**config.mk**
```make
export PLATFORM = sky130hd
export DESIGN_NAME = pmts_telemetry
export DESIGN_NICKNAME = d
export VERILOG_FILES = /design/src/rtl/pmts_pkg.sv /design/src/rtl/pmts_telemetry.sv
export SDC_FILE = /design/constraint.sdc
export NUM_CORES = 1
export LEC_CHECK = 0
export ABC_AREA = 0
export CORE_MARGIN = 1
export CORE_UTILIZATION = 55
export DETAILED_ROUTE_END_ITERATION = 8
export DONT_BUFFER_PORTS = 1
export PLACE_DENSITY = 0.7
export SLEW_MARGIN = 10
export SYNTH_ARGS = -nofsm -noshare
export SYNTH_HDL_FRONTEND = slang
export SYNTH_SLANG_ARGS = --single-unit
```
**constraint.sdc**
```tcl
create_clock -name clk_sys_i -period 2.6 [get_ports clk_sys_i]
set_input_delay 0.26 -clock clk_sys_i [delete_from_list [all_inputs] [get_ports clk_sys_i]]
set_output_delay 0.26 -clock clk_sys_i [all_outputs]
set_load 0.02 [all_outputs]
```
**src/rtl/pmts_pkg.sv**
```systemverilog
package pmts_pkg;

  // ***************************************************************
  // linear-format exponents (5-bit two's complement)
  // ***************************************************************
  localparam logic [4:0] EXP_VIN  = 5'h1D;  // -3
  localparam logic [4:0] EXP_IOUT = 5'h1C;  // -4
  localparam logic [4:0] EXP_TEMP = 5'h1E;  // -2

  // ***************************************************************
  // command codes of the read port
  // ***************************************************************
  localparam logic [7:0] CMD_VIN_RD      = 8'h10;
  localparam logic [7:0] CMD_VIN_OFF     = 8'h11;
  localparam logic [7:0] CMD_VIN_GAIN    = 8'h12;
  localparam logic [7:0] CMD_IOUT_RD     = 8'h13;
  localparam logic [7:0] CMD_IOUT_OFF    = 8'h14;
  localparam logic [7:0] CMD_IOUT_GAIN   = 8'h15;
  localparam logic [7:0] CMD_TEMP_RD     = 8'h16;
  localparam logic [7:0] CMD_SUMMARY     = 8'h17;
  localparam logic [7:0] CMD_VOUT_FLT    = 8'h18;
  localparam logic [7:0] CMD_IOUT_FLT    = 8'h19;
  localparam logic [7:0] CMD_INPUT_FLT   = 8'h1A;
  localparam logic [7:0] CMD_THERM_FLT   = 8'h1B;
  localparam logic [7:0] CMD_COMM_FLT    = 8'h1C;

  // ***************************************************************
  // field positions of the summary word and status bytes
  // ***************************************************************
  localparam int SUM_VOUT   = 15;
  localparam int SUM_IOUT   = 14;
  localparam int SUM_INPUT  = 13;
  localparam int SUM_PGOOD  = 11;
  localparam int SUM_OFF    = 6;
  localparam int SUM_VOV    = 5;
  localparam int SUM_IOC    = 4;
  localparam int SUM_VUV    = 3;
  localparam int SUM_TEMP   = 2;
  localparam int SUM_COMM   = 1;
  localparam int ST_FAULT   = 7;
  localparam int ST_OC_WARN = 5;
  localparam int ST_VIN_UV  = 4;
  localparam int ST_LOW_OFF = 3;
  localparam int ST_HOT_WARN = 6;
  localparam int ST_BAD_DAT = 6;
  localparam int ST_PEC     = 5;

  // ***************************************************************
  // reset values, scaling and counts
  // ***************************************************************
  localparam logic [7:0]  STATUS_RST  = 8'h00;
  localparam logic [15:0] WORD_RST    = 16'h0000;
  localparam int GAIN_SHIFT   = 13;     // gain word / 8192
  localparam int IOUT_BLANK_MA = 1650;  // blank threshold, mA
  localparam int IOUT_STEP_UA  = 62500; // mantissa step, uA
  localparam int IOUT_BLANK_LSB =
    (IOUT_BLANK_MA * 1000 + IOUT_STEP_UA - 1) / IOUT_STEP_UA;
  localparam int AVG_SHIFT    = 3;      // average over ~8 samples
  localparam int MANT_MAX     = 1023;   // positive-only mantissa
  localparam int TEMP_REF     = 100;    // 25 C in 0.25 C steps
  localparam int TC_NUM       = 1;      // current tempco numerator
  localparam int TC_SHIFT     = 12;

  // ***************************************************************
  // carriers
  // ***************************************************************
  typedef struct packed {
    logic [15:0] vin_off;
    logic [15:0] vin_gain;
    logic [15:0] iout_off;
    logic [15:0] iout_gain;
  } pmts_cal_t;

  typedef struct packed {
    logic vout_ov;
    logic iout_oc;
    logic iout_oc_warn;
    logic vin_ov;
    logic vin_uv;
    logic vin_low_off;
    logic overtemperature;
    logic overtemperature_warn;
    logic output_off;
    logic pgood_n;
  } pmts_cond_t;

  typedef struct packed {
    logic bad_cmd;
    logic bad_data;
    logic pec_fail;
    logic comm_memory_fault;
  } pmts_comm_t;

  typedef struct packed {
    logic [15:0] vin_rd;
    logic [15:0] iout_acc;
    logic [15:0] iout_rd;
    logic [15:0] temp_rd;
    logic [7:0]  vout_flt;
    logic [7:0]  iout_flt;
    logic [7:0]  input_flt;
    logic [7:0]  therm_flt;
    logic [7:0]  comm_flt;
    logic [15:0] rd_data;
    logic        rd_valid;
    logic        rd_unsup;
  } pmts_state_t;

endpackage

```
**src/rtl/pmts_telemetry.sv**
```systemverilog
`timescale 1ns/1ps
// Summary of operation
// - input voltage: exponent -3, mantissa top bit zero
// - input offset word: exponent -3, 125mV step
// - input voltage = raw*gain/8192 + offset
// - output current: exponent -4, non-negative mantissa
// - blank output current below 1.65A
// - current offset exponent -4; raw*gain/8192 + offset
// - output current reading is averaged
// - sinking current reads as zero
// - output current corrected for module temperature
// - temperature word: exponent -2, signed mantissa
// - summary high byte bits 15,14,13,11
// - summary low byte bits 6 down to 1
// - unsupported status bits zero, all reset zero except live summary bits 11, 6, 1
// - output voltage byte: only bit 7 overvoltage
// - output current byte: fault 7, warning 5
// - input byte: overvoltage 7, undervoltage 4, off 3
// - temperature byte: fault 7, warning 6
// - comm byte: command 7, data 6, PEC 5
// - value equals mantissa times two to exponent
module pmts_telemetry (
  // clock and reset
  input  wire logic                 clk_sys_i,
  input  wire logic                 nrst_i,
  // converter samples, one-cycle strobe each
  input  wire logic                 vin_smp_i,
  input  wire logic [10:0]          vin_raw_i,
  input  wire logic                 iout_smp_i,
  input  wire logic signed [11:0]   iout_raw_i,
  input  wire logic                 temp_smp_i,
  input  wire logic signed [10:0]   temp_raw_i,
  // factory calibration words from non-volatile store
  input  wire pmts_pkg::pmts_cal_t  cal_i,
  // protection conditions, levels
  input  wire pmts_pkg::pmts_cond_t cond_i,
  // communication fault events, one-cycle pulses
  input  wire pmts_pkg::pmts_comm_t comm_evt_i,
  input  wire logic                 clear_faults_i,
  // command read port
  input  wire logic                 rd_req_i,
  input  wire logic [7:0]           rd_cmd_i,
  output logic                      rd_valid_o,
  output logic [15:0]               rd_data_o,
  output logic                      rd_unsup_o
);

  // ***************************************************************
  // reset release
  // ***************************************************************
  logic rst_meta_r;
  logic rst_sync_n_r;

  always_ff @(posedge clk_sys_i or negedge nrst_i) begin
    if (!nrst_i) begin
      rst_meta_r   <= 1'b0;
      rst_sync_n_r <= 1'b0;
    end else begin
      rst_meta_r   <= 1'b1;
      rst_sync_n_r <= rst_meta_r;
    end
  end

  // ***************************************************************
  // state
  // ***************************************************************
  pmts_pkg::pmts_state_t st_r;
  pmts_pkg::pmts_state_t st_nxt;

  logic signed [31:0] vin_scaled;
  logic signed [31:0] iout_scaled;
  logic signed [31:0] iout_tc;
  logic signed [31:0] temp_delta;
  logic        [31:0] iout_avg;
  logic        [15:0] summary;
  logic        [7:0]  vout_set;
  logic        [7:0]  iout_set;
  logic        [7:0]  input_set;
  logic        [7:0]  therm_set;
  logic        [7:0]  comm_set;
  logic               unsup_cmd;

  // clamp a corrected value into the positive-only 10-bit mantissa
  function automatic logic [9:0] clamp_pos(input logic signed [31:0] v);
    logic [9:0] r;
    if (v < 0) begin
      r = 10'h000;
    end else if (v > pmts_pkg::MANT_MAX) begin
      r = 10'h3FF;
    end else begin
      r = v[9:0];
    end
    return r;
  endfunction

  always_comb begin
    st_nxt = st_r;

    // *************************************************************
    // input voltage
    // *************************************************************
    vin_scaled = ($signed({21'h00000, vin_raw_i})
                  * $signed({16'h0000, cal_i.vin_gain}))
                 >>> pmts_pkg::GAIN_SHIFT;
    vin_scaled = vin_scaled
                 + {{21{cal_i.vin_off[10]}}, cal_i.vin_off[10:0]};
    if (vin_smp_i) begin
      st_nxt.vin_rd = {pmts_pkg::EXP_VIN, 1'b0,
                       clamp_pos(vin_scaled)};
    end

    // *************************************************************
    // output current: scale, average, temperature correction
    // *************************************************************
    // a negative raw sample means the converter sinks current
    if (iout_raw_i[11]) begin
      iout_scaled = 32'sh00000000;
    end else begin
      iout_scaled = ($signed({20'h00000, iout_raw_i})
                     * $signed({16'h0000, cal_i.iout_gain}))
                    >>> pmts_pkg::GAIN_SHIFT;
      iout_scaled = iout_scaled
                    + {{21{cal_i.iout_off[10]}}, cal_i.iout_off[10:0]};
    end
    if (iout_scaled < 0) begin
      iout_scaled = 32'sh00000000;
    end else if (iout_scaled > 32'sh000007FF) begin
      iout_scaled = 32'sh000007FF;
    end
    // accumulator holds eight times the running mean
    iout_avg = {16'h0000, st_r.iout_acc} >> pmts_pkg::AVG_SHIFT;
    if (iout_smp_i) begin
      st_nxt.iout_acc = 16'(32'(st_r.iout_acc) - iout_avg
                            + 32'(iout_scaled));
    end
    // tempco applied after averaging so noise is not amplified
    temp_delta = $signed({{21{st_r.temp_rd[10]}}, st_r.temp_rd[10:0]})
                 - pmts_pkg::TEMP_REF;
    iout_tc = $signed(iout_avg)
              + (($signed(iout_avg) * temp_delta * pmts_pkg::TC_NUM)
                 >>> pmts_pkg::TC_SHIFT);
    if (iout_smp_i) begin
      if (iout_tc < pmts_pkg::IOUT_BLANK_LSB) begin
        st_nxt.iout_rd = {pmts_pkg::EXP_IOUT, 11'h000};
      end else begin
        st_nxt.iout_rd = {pmts_pkg::EXP_IOUT, 1'b0,
                          clamp_pos(iout_tc)};
      end
    end

    // *************************************************************
    // temperature
    // *************************************************************
    if (temp_smp_i) begin
      st_nxt.temp_rd = {pmts_pkg::EXP_TEMP, temp_raw_i};
    end

    // *************************************************************
    // status bytes; set wins over clear-faults
    // *************************************************************
    unsup_cmd = 1'b0;
    case (rd_cmd_i)
      pmts_pkg::CMD_VIN_RD,    pmts_pkg::CMD_VIN_OFF,
      pmts_pkg::CMD_VIN_GAIN,  pmts_pkg::CMD_IOUT_RD,
      pmts_pkg::CMD_IOUT_OFF,  pmts_pkg::CMD_IOUT_GAIN,
      pmts_pkg::CMD_TEMP_RD,   pmts_pkg::CMD_SUMMARY,
      pmts_pkg::CMD_VOUT_FLT,  pmts_pkg::CMD_IOUT_FLT,
      pmts_pkg::CMD_INPUT_FLT, pmts_pkg::CMD_THERM_FLT,
      pmts_pkg::CMD_COMM_FLT: unsup_cmd = 1'b0;
      default:                unsup_cmd = rd_req_i;
    endcase

    vout_set  = 8'h00;
    iout_set  = 8'h00;
    input_set = 8'h00;
    therm_set = 8'h00;
    comm_set  = 8'h00;
    vout_set[pmts_pkg::ST_FAULT]    = cond_i.vout_ov;
    iout_set[pmts_pkg::ST_FAULT]    = cond_i.iout_oc;
    iout_set[pmts_pkg::ST_OC_WARN]  = cond_i.iout_oc_warn;
    input_set[pmts_pkg::ST_FAULT]   = cond_i.vin_ov;
    input_set[pmts_pkg::ST_VIN_UV]  = cond_i.vin_uv;
    input_set[pmts_pkg::ST_LOW_OFF] = cond_i.vin_low_off;
    therm_set[pmts_pkg::ST_FAULT]   = cond_i.overtemperature;
    therm_set[pmts_pkg::ST_HOT_WARN] = cond_i.overtemperature_warn;
    comm_set[pmts_pkg::ST_FAULT]    = comm_evt_i.bad_cmd
                                      | unsup_cmd;
    comm_set[pmts_pkg::ST_BAD_DAT]  = comm_evt_i.bad_data;
    comm_set[pmts_pkg::ST_PEC]      = comm_evt_i.pec_fail;

    // latched until clear-faults; a condition still present re-sets
    if (clear_faults_i) begin
      st_nxt.vout_flt  = vout_set;
      st_nxt.iout_flt  = iout_set;
      st_nxt.input_flt = input_set;
      st_nxt.therm_flt = therm_set;
      st_nxt.comm_flt  = comm_set;
    end else begin
      st_nxt.vout_flt  = st_r.vout_flt  | vout_set;
      st_nxt.iout_flt  = st_r.iout_flt  | iout_set;
      st_nxt.input_flt = st_r.input_flt | input_set;
      st_nxt.therm_flt = st_r.therm_flt | therm_set;
      st_nxt.comm_flt  = st_r.comm_flt  | comm_set;
    end

    // *************************************************************
    // summary word from the latched category bytes, plus live power-good, output-off and memory-fault inputs
    // *************************************************************
    summary = pmts_pkg::WORD_RST;
    summary[pmts_pkg::SUM_VOUT]  = |st_r.vout_flt;
    summary[pmts_pkg::SUM_IOUT]  = |st_r.iout_flt;
    summary[pmts_pkg::SUM_INPUT] = |st_r.input_flt;
    summary[pmts_pkg::SUM_PGOOD] = cond_i.pgood_n;
    summary[pmts_pkg::SUM_OFF]   = cond_i.output_off;
    summary[pmts_pkg::SUM_VOV]   = st_r.vout_flt[pmts_pkg::ST_FAULT];
    summary[pmts_pkg::SUM_IOC]   = st_r.iout_flt[pmts_pkg::ST_FAULT];
    summary[pmts_pkg::SUM_VUV]   = st_r.input_flt[pmts_pkg::ST_VIN_UV];
    summary[pmts_pkg::SUM_TEMP]  = |st_r.therm_flt;
    summary[pmts_pkg::SUM_COMM]  = (|st_r.comm_flt)
                                   | comm_evt_i.comm_memory_fault;

    // *************************************************************
    // read port: answer one cycle after the request
    // *************************************************************
    st_nxt.rd_valid = rd_req_i;
    st_nxt.rd_unsup = unsup_cmd;
    if (rd_req_i) begin
      case (rd_cmd_i)
        pmts_pkg::CMD_VIN_RD:    st_nxt.rd_data = st_r.vin_rd;
        pmts_pkg::CMD_VIN_OFF:   st_nxt.rd_data =
          {pmts_pkg::EXP_VIN, cal_i.vin_off[10:0]};
        pmts_pkg::CMD_VIN_GAIN:  st_nxt.rd_data = cal_i.vin_gain;
        pmts_pkg::CMD_IOUT_RD:   st_nxt.rd_data = st_r.iout_rd;
        pmts_pkg::CMD_IOUT_OFF:  st_nxt.rd_data =
          {pmts_pkg::EXP_IOUT, cal_i.iout_off[10:0]};
        pmts_pkg::CMD_IOUT_GAIN: st_nxt.rd_data = cal_i.iout_gain;
        pmts_pkg::CMD_TEMP_RD:   st_nxt.rd_data = st_r.temp_rd;
        pmts_pkg::CMD_SUMMARY:   st_nxt.rd_data = summary;
        pmts_pkg::CMD_VOUT_FLT:  st_nxt.rd_data = {8'h00, st_r.vout_flt};
        pmts_pkg::CMD_IOUT_FLT:  st_nxt.rd_data = {8'h00, st_r.iout_flt};
        pmts_pkg::CMD_INPUT_FLT: st_nxt.rd_data = {8'h00, st_r.input_flt};
        pmts_pkg::CMD_THERM_FLT: st_nxt.rd_data = {8'h00, st_r.therm_flt};
        pmts_pkg::CMD_COMM_FLT:  st_nxt.rd_data = {8'h00, st_r.comm_flt};
        default:                 st_nxt.rd_data = pmts_pkg::WORD_RST;
      endcase
    end
  end

  // ***************************************************************
  // registers
  // ***************************************************************
  always_ff @(posedge clk_sys_i or negedge rst_sync_n_r) begin
    if (!rst_sync_n_r) begin
      st_r           <= '0;
      st_r.vin_rd    <= {pmts_pkg::EXP_VIN, 11'h000};
      st_r.iout_rd   <= {pmts_pkg::EXP_IOUT, 11'h000};
      st_r.temp_rd   <= {pmts_pkg::EXP_TEMP, 11'h000};
      st_r.vout_flt  <= pmts_pkg::STATUS_RST;
      st_r.iout_flt  <= pmts_pkg::STATUS_RST;
      st_r.input_flt <= pmts_pkg::STATUS_RST;
      st_r.therm_flt <= pmts_pkg::STATUS_RST;
      st_r.comm_flt  <= pmts_pkg::STATUS_RST;
    end else begin
      st_r <= st_nxt;
    end
  end

  assign rd_valid_o = st_r.rd_valid;
  assign rd_data_o  = st_r.rd_data;
  assign rd_unsup_o = st_r.rd_unsup;

endmodule

```
==> metrics.md, run 1 <==
| Metric | Value |
|---|---|
| Fin. max-slew vios | 0 |
| Worst min path class | input pin to flip-flop |
| Worst hold endpoint | rd_data_o[10]$_DFFE_PN0P_ |
| Worst-margin pin slew | 0.720 ns |
| Bufs on Longest Clock Path | 2 |
| Hold_sp | rd_req_i |
| CTS root buf | clkbuf_16 |
| Post-synth top flop | dfrtp_1 |
| Worst path most repeated cell | fa_1 |
| Clk slew on worst S/H paths | 0.07 ns |
| PortBufs | 0 |
| Vias per cell | 5.73 |
| TritonCTS buffer count | 9 |
| RR Startpoint | st_r[60]$_DFFE_PN0P_ |
| First-pass GRT wire length | 107000 microns |
| CP max-delay cell | fa_1 |
| Clock Skew | 0.0133 ns |
| Die area | 42300 sq um |
| Initial antenna violation count | 1 |
| Share of post-route cells with drive strength above 1 | 23.5% |
| Highest Clock Rate | 0.116 GHz |
| CP Data Required Time | 2.84 ns |
| Adder-Cell Fraction of Synth Area | 48.5% |
| Total of max-cap violations | 0 |
| EDFF count, synth | 0 |
| DR vias | 19821 |
| Critical Path Max Stage Delay | 0.55 ns |
| Largest net degree at the start of global routing | 48 |
| Sink Count | 78 |
| Cell taking the most area after synthesis | fa_1 |
| DRT iter0 DRCs | 1272 |
| Arr. time, crit path | 8.88 ns |
| R2R setup slack | -4.98 ns |
| WS Path Type | input pin to flip-flop |
| Synth unique cells | 85 |
| Yosys warnings | 0 |
| Final Critical Period | 8.64 ns |
| Seq cells post-synth | 78 |
| Setup crit end kind | flip-flop |
| Reg2reg end | st_r[77]$_DFFE_PN0P_ |
| Placer Congestion | 0.941 |
| Crit share post-route | 332% |
| Final WL | 68100 microns |
| Main combinational cell family by area after synthesis | adder cells |
| Synth top area cells | fa_1, ha_1, dfrtp_1 |
| Unrepaired setup endpoints after global routing | yes |
| Clock latency on the worst-skew pair | 0.37 ns |
| DRC viols | 0 |
| Simple-Gate Fraction of Synth Area | 17.4% |
| Dpl cells | 3377 |
| Post-synthesis mux area share | 0.783% |
| Sequential fraction of the synthesis area | 8.55% |
| Area grow syn2layout | 22.5% |
| Nets | 3701 |
| Mapped cell area | 22800 sq um |
| Fin worst setup slack | -6.04 ns |
| Synth top area share | 34.0% |
| Io pins | 145 |
| Detail Route Antenna Nets | 0 |
| Non-Filler Instances | 3462 |
| Crit start category | input pin |
| Final hold viol count | 0 |
| First drt pass iteration count | 6 |
| H-tree Lvls | 3 |
| Core area | 40900 sq um |
| Ys async rst share | 100% |
| Hold WS | 0.00218 ns |
| # setup viols final | 36 |
| Vias in the first global route | 20804 |
| Status | finished, violations left |
| Post-synthesis cell count | 2628 |
| Failing checks | negative setup slack |
| Detail-routed net length per standard cell | 19.7 microns |
| Crit-path max FO | 16 |
| CTS tree | yes |
| Worst slew margin | 51.9% |
| GRT overflow | 0 |
| Die H | 206 microns |
| Initial Utilization | 55.8% |
| DP Wirelength | 53700 microns |
| Row Count | 74 |
| Cells on worst reg2reg path | 33 |
| GR Util All Layers | 32.5% |
| Die width | 206 microns |
| Post-synthesis compound-gate area fraction | 10.5% |
| WHS Path Cells | 1 |
| XOR/XNOR Fraction of Synth Area | 3.70% |
| Mean post-synth cell area | 8.69 sq um |
==> metrics by stage <==
stage	utilization, %	setup slack [ns]	cell area (sq um)	TNS, ns
after floorplan	-	-6.15	23600	-176.36
after global placement	63.5	-6.46	26000	-190.19
after detailed placement	63.5	-6.68	26000	-194.73
after CTS	66.4	-6.01	27200	-178.66
after global routing	68.4	-6.33	28000	-188.54
final	68.4	-6.04	28000	-179.14
==> cells in the final DEF, fill, tap and decap left out, types with 46 or more instances in the layout <==
| master | synthesis | routed |
|---|---|---|
| fa_1 | 388 | 372 |
| ha_1 | 264 | 235 |
| dfrtp_1 | 78 | 77 |
| inv_1 | 505 | 490 |
| nor2_1 | 103 | 90 |
| buf_4 | 17 | 357 |
| xnor2_1 | 64 | 49 |
| and2_1 | 153 | 147 |
| a21oi_1 | 72 | 46 |
| nand2_1 | 397 | 376 |
==> area by class of cell <==
| class | instances | area [sq um] |
|---|---|---|
| fill | 3154 | 12900 |
| antenna | 3 | 7.51 |
| timing repair buffer | 397 | 3140 |
| sequential | 78 | 1960 |
| tap | 532 | 666 |
| clock buffer | 9 | 225 |
| inverter | 505 | 1900 |
| multi-input combinational | 1931 | 20000 |
| clock inverter | 7 | 62.6 |
==> layer usage <==
metal	vias to the layer above	global-route usage (%)	routed length, microns
li1	8863	-	-
met1	9939	39.4	25500
met2	821	56.7	34400
met3	198	6.10	5330
met4	0	13.2	2860
met5	-	0	0
==> critical path: cells and delay by family <==
kind / cells / cell delay (ns)
adder cells (fa/ha/maj): 9 / 3.76
XOR/XNOR: 1 / 0.14
AND/OR/NAND/NOR: 8 / 1.25
AO/OA/AOI/OAI: 14 / 2.25
buffers and inverters: 11 / 1.19
==> Yosys cell counts, drive strengths merged (30+ instances only) <==
master / count
a21oi: 73
o21ai: 51
inv: 505
ha: 264
and2: 153
nor3: 35
xnor2: 64
clkbuf: 99
a21o: 36
dfrtp: 78
fa: 388
nand2: 397
nand2b: 30
nor2: 105
==> how the worst max path moves through the flow <==
stage                        from                        to  slack (ns)  depth (start not counted)
floorplan                cal_i[8]  iout_avg[11]$_DFFE_PN0P_       -6.15                         38
global placement    iout_raw_i[5]  iout_avg[11]$_DFFE_PN0P_       -6.46                         40
detailed placement       cal_i[4]  iout_avg[10]$_DFFE_PN0P_       -6.68                         40
CTS                      cal_i[7]  iout_avg[11]$_DFFE_PN0P_       -6.01                         38
global route        iout_raw_i[6]   iout_avg[7]$_DFFE_PN0P_       -6.33                         43
finish              iout_raw_i[6]   iout_avg[7]$_DFFE_PN0P_       -6.04                         43
==> what timing repair did <==
| item | in CTS | in global routing |
|---|---|---|
| hold endpoints to repair | 35 | 3 |
| buffers inserted | 25 | 30 |
| gates cloned | 2 | 1 |
| hold buffers | 15 | 1 |
| resized for setup | 113 | 121 |
| pin swaps | 105 | 133 |
| endpoints found under the setup margin | 36 | 36 |
==> state kept, by name (all words and copies together) (netlist names) <==
signal / cells
rd_unsup_o: 1
rd_valid_o: 1
st_r: 45
rd_data_o: 16
iout_avg: 13
rst_sync_n_r: 1
rst_meta_r: 1
==> logic make-up (layout without fill, tap and decap cells) <==
| family | count (synthesis) | count (layout) |
|---|---|---|
| and+or+nand+nor | 834 | 835 |
| AOI/OAI and AO/OA | 330 | 331 |
| muxes | 15 | 15 |
| DFF | 78 | 78 |
| xor gates and xnor gates | 93 | 93 |
| other | 1 | 8 |
| buffers and inverters | 625 | 918 |
| adders and majority gates | 652 | 652 |
Power of run 1 is left out: the tool's default activity adds up to more than one toggle a clock period on the data nets, which glitch-free logic cannot reach.
==> run 2: changes to the inputs <==
- BUFFER_PORTS_ARGS: not set -> -buffer_cell sky130_fd_sc_hd__buf_2
- DONT_BUFFER_PORTS: 1 -> not set
- PLACE_DENSITY: 0.7 -> 0.76
- clock period: 2.6 -> 7.1 ns (I/O delays scaled with it)
==> metrics.md, run 2 (synthesized netlist as in run 1, its figures left out) <==
| Metric | Value |
|---|---|
| GR Util met2 | 58.3% |
| First drt pass iteration count | 7 |
| Clock latency on the worst-skew pair | 0.35 ns |
| Sink Count | 78 |
| Worst slew margin | 21.2% |
| Setup crit end kind | flip-flop |
| Io pins | 145 |
| Area grow syn2layout | 27.9% |
| GRT overflow | 0 |
| DRT iter0 DRCs | 1720 |
| Reg2reg end | st_r[78]$_DFFE_PN0P_ |
| Vias in the first global route | 22077 |
| CTS tree | yes |
| Initial Utilization | 55.8% |
| Share of post-route cells with drive strength above 1 | 28.7% |
| Dpl ws | -2.81 ns |
| RR Startpoint | st_r[60]$_DFFE_PN0P_ |
| Hold WS | 0.134 ns |
| Largest net degree at the start of global routing | 77 |
| Worst path most repeated cell | fa_1 |
| Clk slew on worst S/H paths | 0.07 ns |
| Bufs on Longest Clock Path | 2 |
| DP Wirelength | 55000 microns |
| Final hold viol count | 0 |
| Fill count | 2945 |
| Met1 Use GR | 41.4% |
| Commonest non-fill, non-tap cells in the layout | inv_1, buf_4, nand2_1 |
| CTS root buf | clkbuf_16 |
| Met3 Track Usage GR | 5.45% |
| DRC viols | 0 |
| Worst-margin pin slew | 1.18 ns |
| TritonCTS buffer count | 9 |
| Final WL | 69500 microns |
| CP max-delay cell | fa_1 |
| Initial antenna violation count | 1 |
| PortBufs | 134 |
| Number of hold buffers added after cts | 0 |
| DR vias | 20615 |
| Fin. max-slew vios | 0 |
| GR Util All Layers | 33.4% |
| Clock Skew | 0.0133 ns |
| Crit-path max FO | 13 |
| # setup viols final | 36 |
| Crit start category | input pin |
| CP Data Required Time | 7.33 ns |
| Critical Path Max Stage Delay | 0.55 ns |
| Fin worst setup slack | -2.28 ns |
| Unrepaired setup endpoints after global routing | yes |
| Vias per cell | 5.70 |
| R2R setup slack | -0.68 ns |
| Status | finished, violations left |
| Detail-routed net length per standard cell | 19.2 microns |
| Row Count | 74 |
| Largest Register | st_r |
| Core area | 40900 sq um |
| Cells on worst reg2reg path | 30 |
| Placer Congestion | 0.951 |
| H-tree Lvls | 3 |
| Crit share post-route | 132% |
| Nets | 3858 |
| Die H | 206 microns |
| WS Path Type | input pin to flip-flop |
| Final Critical Period | 9.38 ns |
| Die area | 42300 sq um |
| Worst min path class | input pin to asynchronous set/reset pin |
| Failing checks | negative setup slack |
| Arr. time, crit path | 9.61 ns |
| Layer carrying the most global-route usage | met2 |
| Total of max-cap violations | 0 |
| Max FFs per register | 45 |
| Die width | 206 microns |
| First-pass GRT wire length | 111000 microns |
| Detail Route Antenna Nets | 0 |
| Commonest non-fill, non-tap cell in the layout | inv_1 |
| Highest Clock Rate | 0.107 GHz |
run 2: cell types whose count changed in the layout (fill, tap and decap cells not counted), sizes merged:
cell / before / now
buf: 381 / 554
diode: 3 / 1
clkbuf: 9 / 11
clkinv: 0 / 1
dlygate4sd3: 16 / 0
inv: 509 / 505
bufinv: 0 / 1
run 2: worst max-delay path by stage:
stage	to	slack [ns]	cells past startpoint	start
after detailed placement	iout_avg[11]$_DFFE_PN0P_	-2.81	40	iout_raw_i[6]
after floorplan	iout_avg[11]$_DFFE_PN0P_	-2.10	38	cal_i[8]
after global routing	iout_avg[12]$_DFFE_PN0P_	-2.61	43	cal_i[5]
after global placement	iout_avg[11]$_DFFE_PN0P_	-2.53	40	iout_raw_i[6]
final	iout_avg[11]$_DFFE_PN0P_	-2.28	42	iout_raw_i[3]
after CTS	iout_avg[11]$_DFFE_PN0P_	-2.12	41	cal_i[5]
run 2: stage by stage:
stage	instance area, sq um	instances	utilization (%)	TNS, ns
floorplan	23600	2632	-	-26.99
global placement	26800	3539	65.5	-45.65
detailed placement	26800	3539	65.5	-51.83
CTS	28500	3593	69.6	-32.15
global route	29200	3617	71.4	-46.38
finish	29200	3617	71.4	-37.63
run 2: cell type report:
| type | count | area [sq um] | area share, % |
|---|---|---|---|
| diodes | 1 | 2.50 | 0.00856 |
| clock buffers | 11 | 233 | 0.797 |
| clock inverters | 5 | 61.3 | 0.210 |
| inverters | 505 | 1900 | 6.49 |
| multi-input cells | 1931 | 20200 | 69.1 |
| flip-flops and latches | 78 | 1960 | 6.70 |
| well taps | 532 | 666 | 2.28 |
| repair buffers | 554 | 4220 | 14.4 |
run 2: layer usage:
metal / wire (microns) / vias up
li1: - / 9179
met1: 26500 / 10353
met2: 35000 / 868
met3: 5060 / 215
met4: 2980 / 0
met5: 0 / -
run 2: what timing repair did:
item | 4_1_cts | 5_1_grt
pin swaps | 104 | 94
setup endpoints to repair | 36 | 36
gates resized for setup | 252 | 129
buffers inserted | 38 | 26
cloned | 3 | 1
run 2: critical path: cells and delay by family:
family / cells / cell delay [ns]
multiplexers: 1 / 0.29
buffers and inverters: 11 / 1.16
AND/OR/NAND/NOR: 5 / 0.96
XOR/XNOR: 2 / 0.31
AO/OA/AOI/OAI: 13 / 2.24
adder cells (fa/ha/maj): 10 / 3.93
Power of run 2 is left out for the same reason.
